--- src/core/osc_trim_params.svh ---
/*
 * Addresses, field positions, reset values and fixed codes of the oscillator
 * trim calibration block. Definitions only; included by the calibration module
 * and the bench, which expect 32-bit byte addresses on the register port.
 */
// Operation
// - Calibration-reset bit holds both counters cleared and stops the calibration.
// - Control bit 2 clears the low-power measured counter.
// - Control bit 1 clears the precision reference counter.
// - Control bit 0 set starts a run; cleared it aborts the run.
// - Complete bit sets on full completion, clears on measured counter read.
// - Busy bit stands high while a calibration runs.
// - Finished flag sets when busy falls, clears on status read.
// - Reference counter is 9 bits, precision clocked, read only.
// - Measured counter counts 10 bits on low-power clock, reads 11 bits.
// - Reference counter at terminal count stops both counters, ending the run.
// - LIN trimming works from one fixed baud rate sync measurement.
// - Baud value outside limits steps the selected trim in correcting direction.
// - LIN trimming changes only current trims, never user trims.
// - A status register shows whether selected oscillator trim was altered.
// - Step field bits 2:1 codes 0 to 3 give steps 1 to 4.
// - LIN control bit 0 enables automatic trimming.
// - Trim-modified flags set on change, clear on LIN status read.
// - LIN status bit 0 high selects low-power, low selects precision oscillator.
`ifndef OSC_TRIM_PARAMS_SVH
`define OSC_TRIM_PARAMS_SVH

// Register byte addresses
`define ADDR_CAL_CONTROL      32'hFFFF_0440
`define ADDR_CAL_STATUS       32'hFFFF_0444
`define ADDR_REFERENCE_COUNT  32'hFFFF_0448
`define ADDR_MEASURED_COUNT   32'hFFFF_044C
`define ADDR_LIN_CAL_CONTROL  32'hFFFF_0480
`define ADDR_LP_USER_TRIM     32'hFFFF_0484
`define ADDR_PREC_USER_TRIM   32'hFFFF_0488
`define ADDR_BAUD_UPPER       32'hFFFF_048C
`define ADDR_BAUD_LOWER       32'hFFFF_0490
`define ADDR_LIN_CAL_STATUS   32'hFFFF_0494
`define ADDR_LP_CURRENT_TRIM  32'hFFFF_0498
`define ADDR_PREC_CURRENT_TRIM 32'hFFFF_049C
`define ADDR_UNLOCK_KEY       32'hFFFF_04A0
`define ADDR_LIN_CAL_SELECT   32'hFFFF_04A4

// Reset values and codes
`define CAL_CONTROL_RESET     8'h00
`define LIN_CTRL_RESET        8'h00
`define LIN_SELECT_RESET      1'h1
`define LP_TRIM_RESET         8'h80
`define PREC_TRIM_RESET       10'h200
`define LIMIT_RESET           16'h0000
`define UNLOCK_KEY_VALUE      16'h1324
`define REF_TERMINAL          9'h1FF

// Status field positions
`define STA_COMPLETE_BIT      2
`define STA_BUSY_BIT          1
`define STA_FINISHED_BIT      0
`define LSTA_LP_MOD_BIT       2
`define LSTA_PREC_MOD_BIT     1
`define LSTA_SELECT_BIT       0

`endif

--- src/core/osc_trim_pkg.sv ---
/*
 * Types of the oscillator trim calibration block: register layouts, bus
 * request carrier, trim output carrier and calibration states.
 */
package osc_trim_pkg;

    // Counter calibration control layout
    typedef struct packed {
        logic [3:0] unused;
        logic       cal_reset;
        logic       meas_clr;
        logic       ref_clr;
        logic       cal_enable;
    } cal_ctrl_t;

    // LIN calibration control layout
    typedef struct packed {
        logic [4:0] unused;
        logic [1:0] step_code;
        logic       lin_enable;
    } lin_ctrl_t;

    // Register port request
    typedef struct packed {
        logic [31:0] addr;
        logic [31:0] wdata;
        logic        wr;
        logic        rd;
    } bus_req_t;

    // Trim words driven to the two oscillators
    typedef struct packed {
        logic [7:0] lp;
        logic [9:0] prec;
    } trim_out_t;

    typedef enum logic [1:0] {
        CAL_IDLE = 2'b00,
        CAL_RUN  = 2'b01
    } cal_state_t;

endpackage

--- src/core/osc_trim_cal.sv ---
/*
 * Oscillator trim calibration: counter comparison of the low-power oscillator
 * against the precision oscillator, and automatic trim stepping from LIN
 * baud measurements. Assumes oscillator clocks arrive as pins and that the
 * baud value and its valid pulse come from logic on CLOCK.
 */
`timescale 1ns/10ps
`include "osc_trim_params.svh"
module osc_trim_cal (
    input  wire logic                  CLOCK,
    input  wire logic                  ARST_N,
    input  wire osc_trim_pkg::bus_req_t BUS_REQ,
    output logic [31:0]                RDATA,
    input  wire logic                  LP_OSC_CLK,
    input  wire logic                  PREC_OSC_CLK,
    input  wire logic [15:0]           BAUD_VALUE,
    input  wire logic                  BAUD_VALID,
    output osc_trim_pkg::trim_out_t    TRIM
);
    import osc_trim_pkg::*;

    cal_ctrl_t   cc_r;
    cal_state_t  state_r;
    cal_state_t  state_nxt;
    logic        complete_r;
    logic        finished_r;
    logic        meas_ovf_r;
    logic [8:0]  ref_count;
    logic [9:0]  meas_count;
    logic        meas_carry;
    lin_ctrl_t   lc_r;
    logic        sel_lp_r;
    logic        armed_r;
    logic [7:0]  lp_user_r;
    logic [9:0]  prec_user_r;
    logic [7:0]  lp_cur_r;
    logic [9:0]  prec_cur_r;
    logic [15:0] upper_r;
    logic [15:0] lower_r;
    logic        lp_mod_r;
    logic        prec_mod_r;
    logic [31:0] rdata_r;

    // Address decode
    wire logic hit_cc    = BUS_REQ.addr == `ADDR_CAL_CONTROL;
    wire logic hit_sta   = BUS_REQ.addr == `ADDR_CAL_STATUS;
    wire logic hit_ref   = BUS_REQ.addr == `ADDR_REFERENCE_COUNT;
    wire logic hit_meas  = BUS_REQ.addr == `ADDR_MEASURED_COUNT;
    wire logic hit_lc    = BUS_REQ.addr == `ADDR_LIN_CAL_CONTROL;
    wire logic hit_lpu   = BUS_REQ.addr == `ADDR_LP_USER_TRIM;
    wire logic hit_pru   = BUS_REQ.addr == `ADDR_PREC_USER_TRIM;
    wire logic hit_up    = BUS_REQ.addr == `ADDR_BAUD_UPPER;
    wire logic hit_lo    = BUS_REQ.addr == `ADDR_BAUD_LOWER;
    wire logic hit_lsta  = BUS_REQ.addr == `ADDR_LIN_CAL_STATUS;
    wire logic hit_lpc   = BUS_REQ.addr == `ADDR_LP_CURRENT_TRIM;
    wire logic hit_prc   = BUS_REQ.addr == `ADDR_PREC_CURRENT_TRIM;
    wire logic hit_key   = BUS_REQ.addr == `ADDR_UNLOCK_KEY;
    wire logic hit_sel   = BUS_REQ.addr == `ADDR_LIN_CAL_SELECT;

    // Protected writes pass only after a key write; the next protected write disarms
    wire logic prot_hit  = hit_lc || hit_lpu || hit_pru;
    wire logic wr_cc     = BUS_REQ.wr && hit_cc;
    wire logic wr_lc     = BUS_REQ.wr && hit_lc && armed_r;
    wire logic wr_lpu    = BUS_REQ.wr && hit_lpu && armed_r;
    wire logic wr_pru    = BUS_REQ.wr && hit_pru && armed_r;
    wire logic wr_key    = BUS_REQ.wr && hit_key;

    // Read side effects
    wire logic rd_sta    = BUS_REQ.rd && hit_sta;
    wire logic rd_meas   = BUS_REQ.rd && hit_meas;
    wire logic rd_lsta   = BUS_REQ.rd && hit_lsta;

    // Counter calibration sequencing
    wire logic busy      = state_r == CAL_RUN;
    wire logic hold_rst  = cc_r.cal_reset;
    wire logic start     = wr_cc && BUS_REQ.wdata[0] && !BUS_REQ.wdata[3]
                           && !cc_r.cal_enable;
    wire logic ref_done  = busy && ref_count == `REF_TERMINAL;
    wire logic abort     = busy && (!cc_r.cal_enable || hold_rst);
    wire logic count_en  = busy && !ref_done && !hold_rst;
    wire logic busy_fall = busy && state_nxt == CAL_IDLE;
    wire logic ref_clear = hold_rst || cc_r.ref_clr;
    wire logic meas_clear = hold_rst || cc_r.meas_clr;

    // Run state: start from idle, end on terminal count or abort
    always_comb begin
        state_nxt = state_r;
        unique case (state_r)
            CAL_IDLE: begin
                if (start) begin
                    state_nxt = CAL_RUN;
                end
            end
            CAL_RUN: begin
                if (ref_done || abort) begin
                    state_nxt = CAL_IDLE;
                end
            end
            default: begin
                state_nxt = CAL_IDLE;
            end
        endcase
    end

    // Control register, run state and status flags; a set wins over a clear, except for the overflow flag, where the clear wins
    always_ff @(posedge CLOCK or negedge ARST_N) begin
        if (!ARST_N) begin
            cc_r       <= cal_ctrl_t'(`CAL_CONTROL_RESET);
            state_r    <= CAL_IDLE;
            complete_r <= 1'b0;
            finished_r <= 1'b0;
            meas_ovf_r <= 1'b0;
        end else begin
            if (wr_cc) begin
                cc_r <= cal_ctrl_t'({4'h0, BUS_REQ.wdata[3:0]});
            end
            state_r    <= state_nxt;
            complete_r <= ref_done || (complete_r && !rd_meas);
            finished_r <= busy_fall || (finished_r && !rd_sta);
            meas_ovf_r <= !meas_clear && (meas_carry || meas_ovf_r);
        end
    end

    // Reference counter on the precision oscillator
    osc_edge_counter #(
        .W(9)
    ) u_ref_cnt (
        .clk      (CLOCK),
        .arst_n   (ARST_N),
        .osc_pin  (PREC_OSC_CLK),
        .clear    (ref_clear),
        .count_en (count_en),
        .count    (ref_count),
        .carry    ()
    );

    // Measured counter on the low-power oscillator
    osc_edge_counter #(
        .W(10)
    ) u_meas_cnt (
        .clk      (CLOCK),
        .arst_n   (ARST_N),
        .osc_pin  (LP_OSC_CLK),
        .clear    (meas_clear),
        .count_en (count_en),
        .count    (meas_count),
        .carry    (meas_carry)
    );

    // Trim stepping from the sync-field baud measurement
    wire logic [2:0] step   = {1'b0, lc_r.step_code} + 3'h1;
    wire logic       too_hi = BAUD_VALID && lc_r.lin_enable && BAUD_VALUE > upper_r;
    wire logic       too_lo = BAUD_VALID && lc_r.lin_enable && BAUD_VALUE < lower_r;
    wire logic       adj_lp = (too_hi || too_lo) && sel_lp_r;
    wire logic       adj_pr = (too_hi || too_lo) && !sel_lp_r;
    wire logic [8:0] lp_sum = {1'b0, lp_cur_r} + {6'h00, step};
    wire logic [10:0] pr_sum = {1'b0, prec_cur_r} + {8'h00, step};

    // Fast oscillator gives a high baud count: raise trim to slow it
    wire logic [7:0] lp_up  = lp_sum[8] ? 8'hFF : lp_sum[7:0];
    wire logic [7:0] lp_dn  = (lp_cur_r < {5'h00, step}) ? 8'h00 : lp_cur_r - {5'h00, step};
    wire logic [9:0] pr_up  = pr_sum[10] ? 10'h3FF : pr_sum[9:0];
    wire logic [9:0] pr_dn  = (prec_cur_r < {7'h00, step}) ? 10'h000
                              : prec_cur_r - {7'h00, step};
    wire logic [7:0] lp_adj = too_hi ? lp_up : lp_dn;
    wire logic [9:0] pr_adj = too_hi ? pr_up : pr_dn;
    wire logic       lp_chg = adj_lp && lp_adj != lp_cur_r;
    wire logic       pr_chg = adj_pr && pr_adj != prec_cur_r;

    // LIN registers and key
    always_ff @(posedge CLOCK or negedge ARST_N) begin
        if (!ARST_N) begin
            lc_r        <= lin_ctrl_t'(`LIN_CTRL_RESET);
            sel_lp_r    <= `LIN_SELECT_RESET;
            armed_r     <= 1'b0;
            lp_user_r   <= `LP_TRIM_RESET;
            prec_user_r <= `PREC_TRIM_RESET;
            upper_r     <= `LIMIT_RESET;
            lower_r     <= `LIMIT_RESET;
        end else begin
            if (wr_key) begin
                armed_r <= BUS_REQ.wdata[15:0] == `UNLOCK_KEY_VALUE;
            end else if (BUS_REQ.wr && prot_hit) begin
                armed_r <= 1'b0;
            end
            if (wr_lc) begin
                lc_r <= lin_ctrl_t'({5'h00, BUS_REQ.wdata[2:0]});
            end
            if (wr_lpu) begin
                lp_user_r <= BUS_REQ.wdata[7:0];
            end
            if (wr_pru) begin
                prec_user_r <= BUS_REQ.wdata[9:0];
            end
            if (BUS_REQ.wr && hit_up) begin
                upper_r <= BUS_REQ.wdata[15:0];
            end
            if (BUS_REQ.wr && hit_lo) begin
                lower_r <= BUS_REQ.wdata[15:0];
            end
            if (BUS_REQ.wr && hit_sel) begin
                sel_lp_r <= BUS_REQ.wdata[0];
            end
        end
    end

    // Current trims follow user writes, else automatic steps
    always_ff @(posedge CLOCK or negedge ARST_N) begin
        if (!ARST_N) begin
            lp_cur_r   <= `LP_TRIM_RESET;
            prec_cur_r <= `PREC_TRIM_RESET;
            lp_mod_r   <= 1'b0;
            prec_mod_r <= 1'b0;
        end else begin
            lp_cur_r   <= wr_lpu ? BUS_REQ.wdata[7:0] : adj_lp ? lp_adj : lp_cur_r;
            prec_cur_r <= wr_pru ? BUS_REQ.wdata[9:0] : adj_pr ? pr_adj : prec_cur_r;
            lp_mod_r   <= lp_chg || (lp_mod_r && !rd_lsta);
            prec_mod_r <= pr_chg || (prec_mod_r && !rd_lsta);
        end
    end

    // Read selection; unmapped addresses read zero
    wire logic [7:0] sta_val  = {5'h00, complete_r, busy, finished_r};
    wire logic [7:0] lsta_val = {5'h00, lp_mod_r, prec_mod_r, sel_lp_r};
    wire logic [31:0] rd_val  =
        hit_cc   ? {24'h00_0000, cc_r} :
        hit_sta  ? {24'h00_0000, sta_val} :
        hit_ref  ? {23'h00_0000, ref_count} :
        hit_meas ? {21'h00_0000, meas_ovf_r, meas_count} :
        hit_lc   ? {24'h00_0000, lc_r} :
        hit_lpu  ? {24'h00_0000, lp_user_r} :
        hit_pru  ? {22'h00_0000, prec_user_r} :
        hit_up   ? {16'h0000, upper_r} :
        hit_lo   ? {16'h0000, lower_r} :
        hit_lsta ? {24'h00_0000, lsta_val} :
        hit_lpc  ? {24'h00_0000, lp_cur_r} :
        hit_prc  ? {22'h00_0000, prec_cur_r} :
        hit_sel  ? {31'h0000_0000, sel_lp_r} : 32'h0000_0000;

    // Read data stand only in the cycle after the strobe
    always_ff @(posedge CLOCK or negedge ARST_N) begin
        if (!ARST_N) begin
            rdata_r <= 32'h0000_0000;
        end else begin
            rdata_r <= BUS_REQ.rd ? rd_val : 32'h0000_0000;
        end
    end

    assign RDATA     = rdata_r;
    assign TRIM      = '{lp: lp_cur_r, prec: prec_cur_r};
endmodule

--- src/core/osc_edge_counter.sv ---
/*
 * Counts rising edges of an oscillator pin in the system clock domain.
 * Assumes the system clock is far faster than the oscillator pin.
 */
`timescale 1ns/10ps
module osc_edge_counter #(
    parameter int unsigned W = 9
) (
    input  wire logic         clk,
    input  wire logic         arst_n,
    input  wire logic         osc_pin,
    input  wire logic         clear,
    input  wire logic         count_en,
    output logic [W-1:0]      count,
    output logic              carry
);

    logic         sync1_r;
    logic         sync2_r;
    logic         hist_r;
    logic [W-1:0] count_r;
    logic [W-1:0] count_nxt;
    wire  logic   osc_edge;

    // Two-stage synchroniser, then a history stage for the edge
    always_ff @(posedge clk or negedge arst_n) begin
        if (!arst_n) begin
            sync1_r <= 1'b0;
            sync2_r <= 1'b0;
            hist_r  <= 1'b0;
        end else begin
            sync1_r <= osc_pin;
            sync2_r <= sync1_r;
            hist_r  <= sync2_r;
        end
    end

    // Clear wins over counting
    assign osc_edge  = sync2_r && !hist_r;
    assign count_nxt = clear ? '0 : (osc_edge && count_en) ? count_r + 1'b1 : count_r;
    assign carry     = !clear && osc_edge && count_en && (&count_r);
    assign count     = count_r;

    always_ff @(posedge clk or negedge arst_n) begin
        if (!arst_n) begin
            count_r <= '0;
        end else begin
            count_r <= count_nxt;
        end
    end

endmodule

--- config.mk ---
export PLATFORM = sky130hd
export DESIGN_NAME = osc_trim_cal
export DESIGN_NICKNAME = d
export VERILOG_FILES = /design/src/core/osc_trim_pkg.sv /design/src/core/osc_trim_cal.sv /design/src/core/osc_edge_counter.sv
export VERILOG_INCLUDE_DIRS = /design/src /design/src/core
export SDC_FILE = /design/constraint.sdc
export NUM_CORES = 1
export LEC_CHECK = 0
export ABC_CLOCK_PERIOD_IN_PS = 3500
export BUFFER_PORTS_ARGS = -buffer_cell sky130_fd_sc_hd__buf_2
export CORE_AREA = 2 2 146 148
export CTS_CLUSTER_SIZE = 30
export DETAILED_ROUTE_END_ITERATION = 8
export DIE_AREA = 0 0 148 150
export GPL_ROUTABILITY_DRIVEN = 0
export PLACE_DENSITY_LB_ADDON = 0.08
export SLEW_MARGIN = 15
export SYNTH_ARGS = -nofsm -noshare
export SYNTH_HDL_FRONTEND = slang
export SYNTH_SLANG_ARGS = --single-unit
--- constraint.sdc ---
create_clock -name CLOCK -period 3.5 [get_ports CLOCK]
set_input_delay 0.7 -clock CLOCK [delete_from_list [all_inputs] [get_ports CLOCK]]
set_output_delay 0.7 -clock CLOCK [all_outputs]
set_load 0.03 [all_outputs]
==> Word-level counts from Yosys, hierarchy flattened <==
Cells that the tools add are included.
{ "word_totals": {"register_bits": 125} }
{ "classes": {"n_addsub": 7, "magnitude_cmp": 4, "eq_ne": 19, "mux": 33, "reduce_logical": 73} }
{ "ops": {"columns": ["cell", "count"], "rows": [
  ["$eq 32x32->1 const B", 14],
  ["$mux 16", 10],
  ["$mux 10", 10],
  ["$logic_and 1x1->1", 42],
  ["$mux 8", 5],
  ["$mux 9", 2],
  ["$eq 16x13->1 const B", 1],
  ["$gt 16x16->1", 1],
  ["$lt 16x16->1", 1],
  ["$logic_or 1x1->1", 12],
  ["$add 10x3->11", 1],
  ["$logic_not 1->1", 11],
  ["$add 10x1->10 const B", 1],
  ["$lt 10x3->1", 1],
  ["$ne 10x10->1", 1],
  ["$reduce_and 10->1", 1],
  ["$reduce_bool 2->1", 5],
  ["$sub 10x3->10", 1],
  ["$add 8x3->9", 1],
  ["$add 9x1->9 const B", 1],
  ["$eq 9x9->1 const B", 1],
  ["$lt 8x3->1", 1],
  ["$ne 8x8->1", 1],
  ["$sub 8x3->8", 1],
  ["6 further kinds", 10]
]} }

==> Depth between registers and ports, before layout <==
{ "depth": {"word_depth": 15, "depth_mapped": 13} }

==> Cells and area by module <==
From an unflattened synthesis, not the netlist that was laid out.
{ "unflattened": {"hier_cells": 905, "hier_area_um2": 8092.8} }
{ "by_module_without_submodules": {"columns": ["mod", "n_inst", "cells_per_inst", "area_each_um2", "seq_area_each_um2"], "rows": [
  ["osc_trim_cal", 1, 801, 6912.9, 2508.7],
  ["osc_edge_counter at u_meas_cnt", 1, 55, 615.6, 325.3],
  ["osc_edge_counter at u_ref_cnt", 1, 49, 564.3, 300.3]
]} }

==> Worst setup path after synthesis <==
Ideal clock, no wire load.
{ "synth_timing": {"path_type": "input to register", "startpoint": "in BUS_REQ[43] (netlist name)", "endpoint": "reg lower_r[10]", "arrival_ns": 3.101, "required_ns": 3.372, "slack_ns": 0.272, "path_stages": 8, "path_buffers": 2, "cell_sequence": "or4b_1 > or4_1 > clkbuf_2 > or4b_4 > nor2_1 > nand2_2 > buf_4 > mux2_1"} }
{ "synth_between": {"elab_chain_len": 2} }
{ "synth_rtl": {"columns": ["item", "line", "source"], "rows": [
  ["start: declaration", "osc_trim_cal.sv:12", "input wire osc_trim_pkg::bus_req_t BUS_REQ,"],
  ["$eq 32x32->1 (no line)", null, null],
  ["$logic_and 1x1->1", "osc_trim_cal.sv:198", "if (BUS_REQ.wr && hit_lo) begin"],
  ["end signal: assignment", "osc_trim_cal.sv:179", "lower_r <= `LIMIT_RESET;"],
  ["end signal: assignment", "osc_trim_cal.sv:199", "lower_r <= BUS_REQ.wdata[15:0];"],
  ["end: declaration", "osc_trim_cal.sv:39", "logic [15:0] lower_r;"]
]} }
Every way passes these cells.
A chain may end at the register's enable or synchronous reset.

==> Final worst setup path <==
{ "layout_timing": {"startpoint": "reg lc_r[2] (netlist name)", "endpoint": "reg lp_mod_r"} }
{ "layout_between": {"elab_chain_len": 7, "word_cells_on_any_way": 10} }
{ "layout_rtl": {"columns": ["item", "line", "source"], "rows": [
  ["start: declaration", "osc_trim_cal.sv:31", "lin_ctrl_t lc_r;"],
  ["start signal: assignment", "osc_trim_cal.sv:173", "lc_r <= lin_ctrl_t'(`LIN_CTRL_RESET);"],
  ["start signal: assignment", "osc_trim_cal.sv:187", "lc_r <= lin_ctrl_t'({5'h00, BUS_REQ.wdata[2:0]});"],
  ["$add 2x1->3 (*)", "osc_trim_cal.sv:151", "wire logic [2:0] step = {1'b0, lc_r.step_code} + 3'h1;"],
  ["$add 8x3->9, or another cell as far along", "osc_trim_cal.sv:156", "wire logic [8:0] lp_sum = {1'b0, lp_cur_r} + {6'h00, step};"],
  ["$mux 8, on equally long branches", "osc_trim_cal.sv:160, osc_trim_cal.sv:161", null],
  ["$mux 8 (*)", "osc_trim_cal.sv:165", "wire logic [7:0] lp_adj = too_hi ? lp_up : lp_dn;"],
  ["$ne 8x8->1 (*)", "osc_trim_cal.sv:167", "wire logic lp_chg = adj_lp && lp_adj != lp_cur_r;"],
  ["$logic_and 1x1->1 (*)", "osc_trim_cal.sv:167", null],
  ["$logic_or 1x1->1 (*)", "osc_trim_cal.sv:217", "lp_mod_r <= lp_chg || (lp_mod_r && !rd_lsta);"],
  ["end signal: assignment", "osc_trim_cal.sv:217", null],
  ["end: declaration", "osc_trim_cal.sv:40", "logic lp_mod_r;"]
]} }
Mark *: on every way between the ends. The rest lies on a longest branch, timed or not.

==> impl_metrics.ini <==
[run_status]
status = completed

[routing]
antenna_left = 0
wl_mm = 25.40
drc_errors = 0
via_count = 7067
wl_per_cell_um = 19.33
viasPerCell = 5.378
drt-initial-drc-count = 417
dr.pass1.iters = 5

[timing]
fin_crit_sh = 0.9396
report.final.setup_viol = 0
fmax_ghz = 0.3041
finalMaxSlewViolations = 0
finClkSkew_ps = 9.326
worstMarginPinSlew_ps = 711.6
finalHoldViolCount = 0
fin_crit_ps = 3288
rsz0062_at_grt = false
relSlewSlack = 0.5256
final.setup.tns_ps = 0

[synthesis]
syn_avg_cell_area_um2 = 9.096
syn_area_um2 = 8095
ys_types = 77
yosysSeqAreaShare = 0.3872
synth-seq-cells = 125
synthCells = 890
yosysWarnings = 0
synthFlopType = dfrtp_1
synthArstFlopShare = 1.000
synth_edf_count = 0

[pwr]
pwr-share-clk = 0.498
power.density_nw_per_um2 = 338.2
p_sw_frac = 0.2461
peakVddDrop_uv = 310.5
pwr-share-seq = 0.440
p_total_mw = 3.302
combPwrFrac = 0.063
p_int_mw = 2.489
leakage_nw = 4.522
p_switching_mw = 0.8126

[critical_path]
worst_r2r_path_depth = 10
crit_path_start_kind = flip-flop
r2r_end = lp_mod_r
crit_path_start = lc_r[2]
reg2reg_slack_ps = 210
reg2reg_from = lc_r[2]
critPathKind = reg2reg
worstPathRequired_ps = 3780
crit_path_end_kind = flip-flop
endpoint = lp_mod_r
arrival_ps = 3570
critPathMaxFanout = 4

[floorplan]
core_um2 = 20690
ioPinCount = 137
start_util = 0.3913
fp.dieArea_um2 = 22200
die_height_um = 150
fp.dieW_um = 148
rows = 53

[grt]
grt_use_total = 0.2368
grt-ovfl-total = 0
grt_pass1_vias = 6901
grt_max_degree = 73
grt_antenna_before_repair = 0
grt_first_pass_wirelength_mm = 39.91

[finish]
n_antenna_cell = 0
area_growth_pct = 20.60
num-nets-final = 1164
final_common_cell = dfrtp_1
drive_gt1_frac = 0.2358
final_cell_mix = dfrtp_1 (120), buf_2 (103), nand2_1 (102)

[clock_tree]
clk_pin_slew_ps = 60
post-cts-setup-buffer-count = 0
cts_hold_repair.buffers = 0
cts-resized-gates = 0
tritoncts = built
cts.sinks = 125
cts_buffers = 17
clk_latency_ps = 420
clock_path_buffers = 2
root_buffer = clkbuf_16
h-tree-depth = 4

[run]
max_cap_viol_count = 0

[placed_design]
portBuffers = 104
dpl.hpwl_mm = 19.70

[min_path]
hp-class = in2async
## registers in the layout (all words and copies together) (netlist names), 2 cells and up
name              flops
u_meas_cnt.count     10
lc_r                  3
lower_r              16
cc_r                  3
lp_cur_r              8
RDATA                16
prec_user_r          10
upper_r              16
state_r               2
u_ref_cnt.count       9
prec_cur_r           10
lp_user_r             8
## power by group through the flow
| stage | sequential (mW) | combinational [mW] | clock, mW |
|---|---|---|---|
| 2_1_floorplan | 1.48 | 0.100 | 0 |
| 3_3_place_gp | 1.48 | 0.210 | 0 |
| 3_5_place_dp | 1.48 | 0.210 | 0 |
| 4_1_cts | 1.45 | 0.210 | 1.68 |
| 5_1_grt | 1.45 | 0.233 | 1.75 |
| 6_report | 1.45 | 0.208 | 1.64 |
## worst max-delay path, cell delays in order, from the launching register on
cell,delay [ps]
dfrtp_1,440
ha_1,320
inv_1,120
fa_1,480
a2111o_1,420
or4_1,470
o31a_1,320
o2111ai_1,100
o21ai_0,210
xnor2_1,190
o211ai_1,90
## synth_stat cells, types with 3 or more instances
master | number | area, um2
nand3_1 | 17 | 85.08
a31oi_1 | 8 | 50.05
mux2_1 | 10 | 112.6
a211oi_1 | 6 | 45.04
a22o_1 | 4 | 35.03
nor3b_1 | 4 | 30.03
buf_1 | 4 | 15.01
a221oi_1 | 9 | 78.83
and3_1 | 12 | 75.07
nand4_1 | 19 | 118.9
dfstp_2 | 5 | 131.4
xor2_1 | 9 | 78.83
nor3_1 | 18 | 90.09
a21o_1 | 8 | 60.06
inv_1 | 55 | 206.5
clkbuf_1 | 27 | 101.4
o31ai_1 | 7 | 52.55
nor4b_1 | 5 | 43.79
xnor2_1 | 6 | 52.55
a22oi_1 | 21 | 157.7
a21oi_1 | 50 | 250.2
a211o_1 | 3 | 26.28
buf_2 | 5 | 25.02
fa_1 | 4 | 80.08
nor2_1 | 67 | 251.5
buf_4 | 19 | 142.6
nor2b_1 | 7 | 43.79
or3_1 | 13 | 81.33
and2_1 | 8 | 50.05
dfrtp_1 | 120 | 3003
nand2_1 | 102 | 382.9
ha_1 | 47 | 588.1
mux2_2 | 32 | 360.4
o211ai_1 | 3 | 22.52
or2_2 | 4 | 25.02
o21ai_0 | 58 | 290.3
nand2b_1 | 7 | 43.79
mux2i_1 | 21 | 210.2
o21bai_1 | 8 | 60.06
or4_1 | 5 | 37.54
o21a_1 | 5 | 37.54
## logic make-up (layout without fill, tap and decap cells)
kind of cell	Yosys count	after routing	share of synthesized area
DFF	125	125	0.3872
xor gates and xnor gates	15	15	0.01623
AOI/OAI and AO/OA	220	220	0.1785
adders and majority gates	51	51	0.08253
other	1	17	0.0004632
and+or+nand+nor	302	302	0.1839
buffers and inverters	111	244	0.06120
muxes	65	65	0.08995
## routing by layer
metal	vias to the layer above	part of all wire	GRT usage
met5	-	0	0
met4	0	0.012	0.05476
met3	15	0.043	0.03262
met2	181	0.47	0.3870
met1	3414	0.47	0.3346
li1	3457	-	-
## cell type report
cell class / instances / area, um2
multi-input cells: 670 / 4526
inverters: 55 / 206.4
repair buffers: 157 / 999.7
clock buffers: 18 / 429.2
well taps: 275 / 344.1
fillers: 2058 / 10930
flip-flops and latches: 125 / 3134
clock inverters: 14 / 123.9
## stage by stage
step	util	hold slack [ps]	worst slack, ps	instances	instance area, um2
after floorplan	-	331.2	271.7	906	8155
after global placement	0.4452	331.2	10.08	1282	9210
after detailed placement	0.4452	334.7	-0.4505	1282	9210
after CTS	0.4719	307.7	198.4	1314	9763
after global routing	0.4719	321.5	15.02	1314	9763
final	0.4719	270.9	211.5	1314	9763
## how the worst min path moves through the flow
stage                     depth (start not counted)  slack [ps]            endpoint
after floorplan                                   0         330  u_meas_cnt.sync2_r
after global placement                            0         330   u_ref_cnt.sync2_r
after detailed placement                          0         330  u_meas_cnt.sync2_r
after CTS                                         1         310         upper_r[12]
after global routing                              1         320         lower_r[12]
final                                             1         270         lower_r[12]
Note: power is estimated with default switching activity, not from simulation.
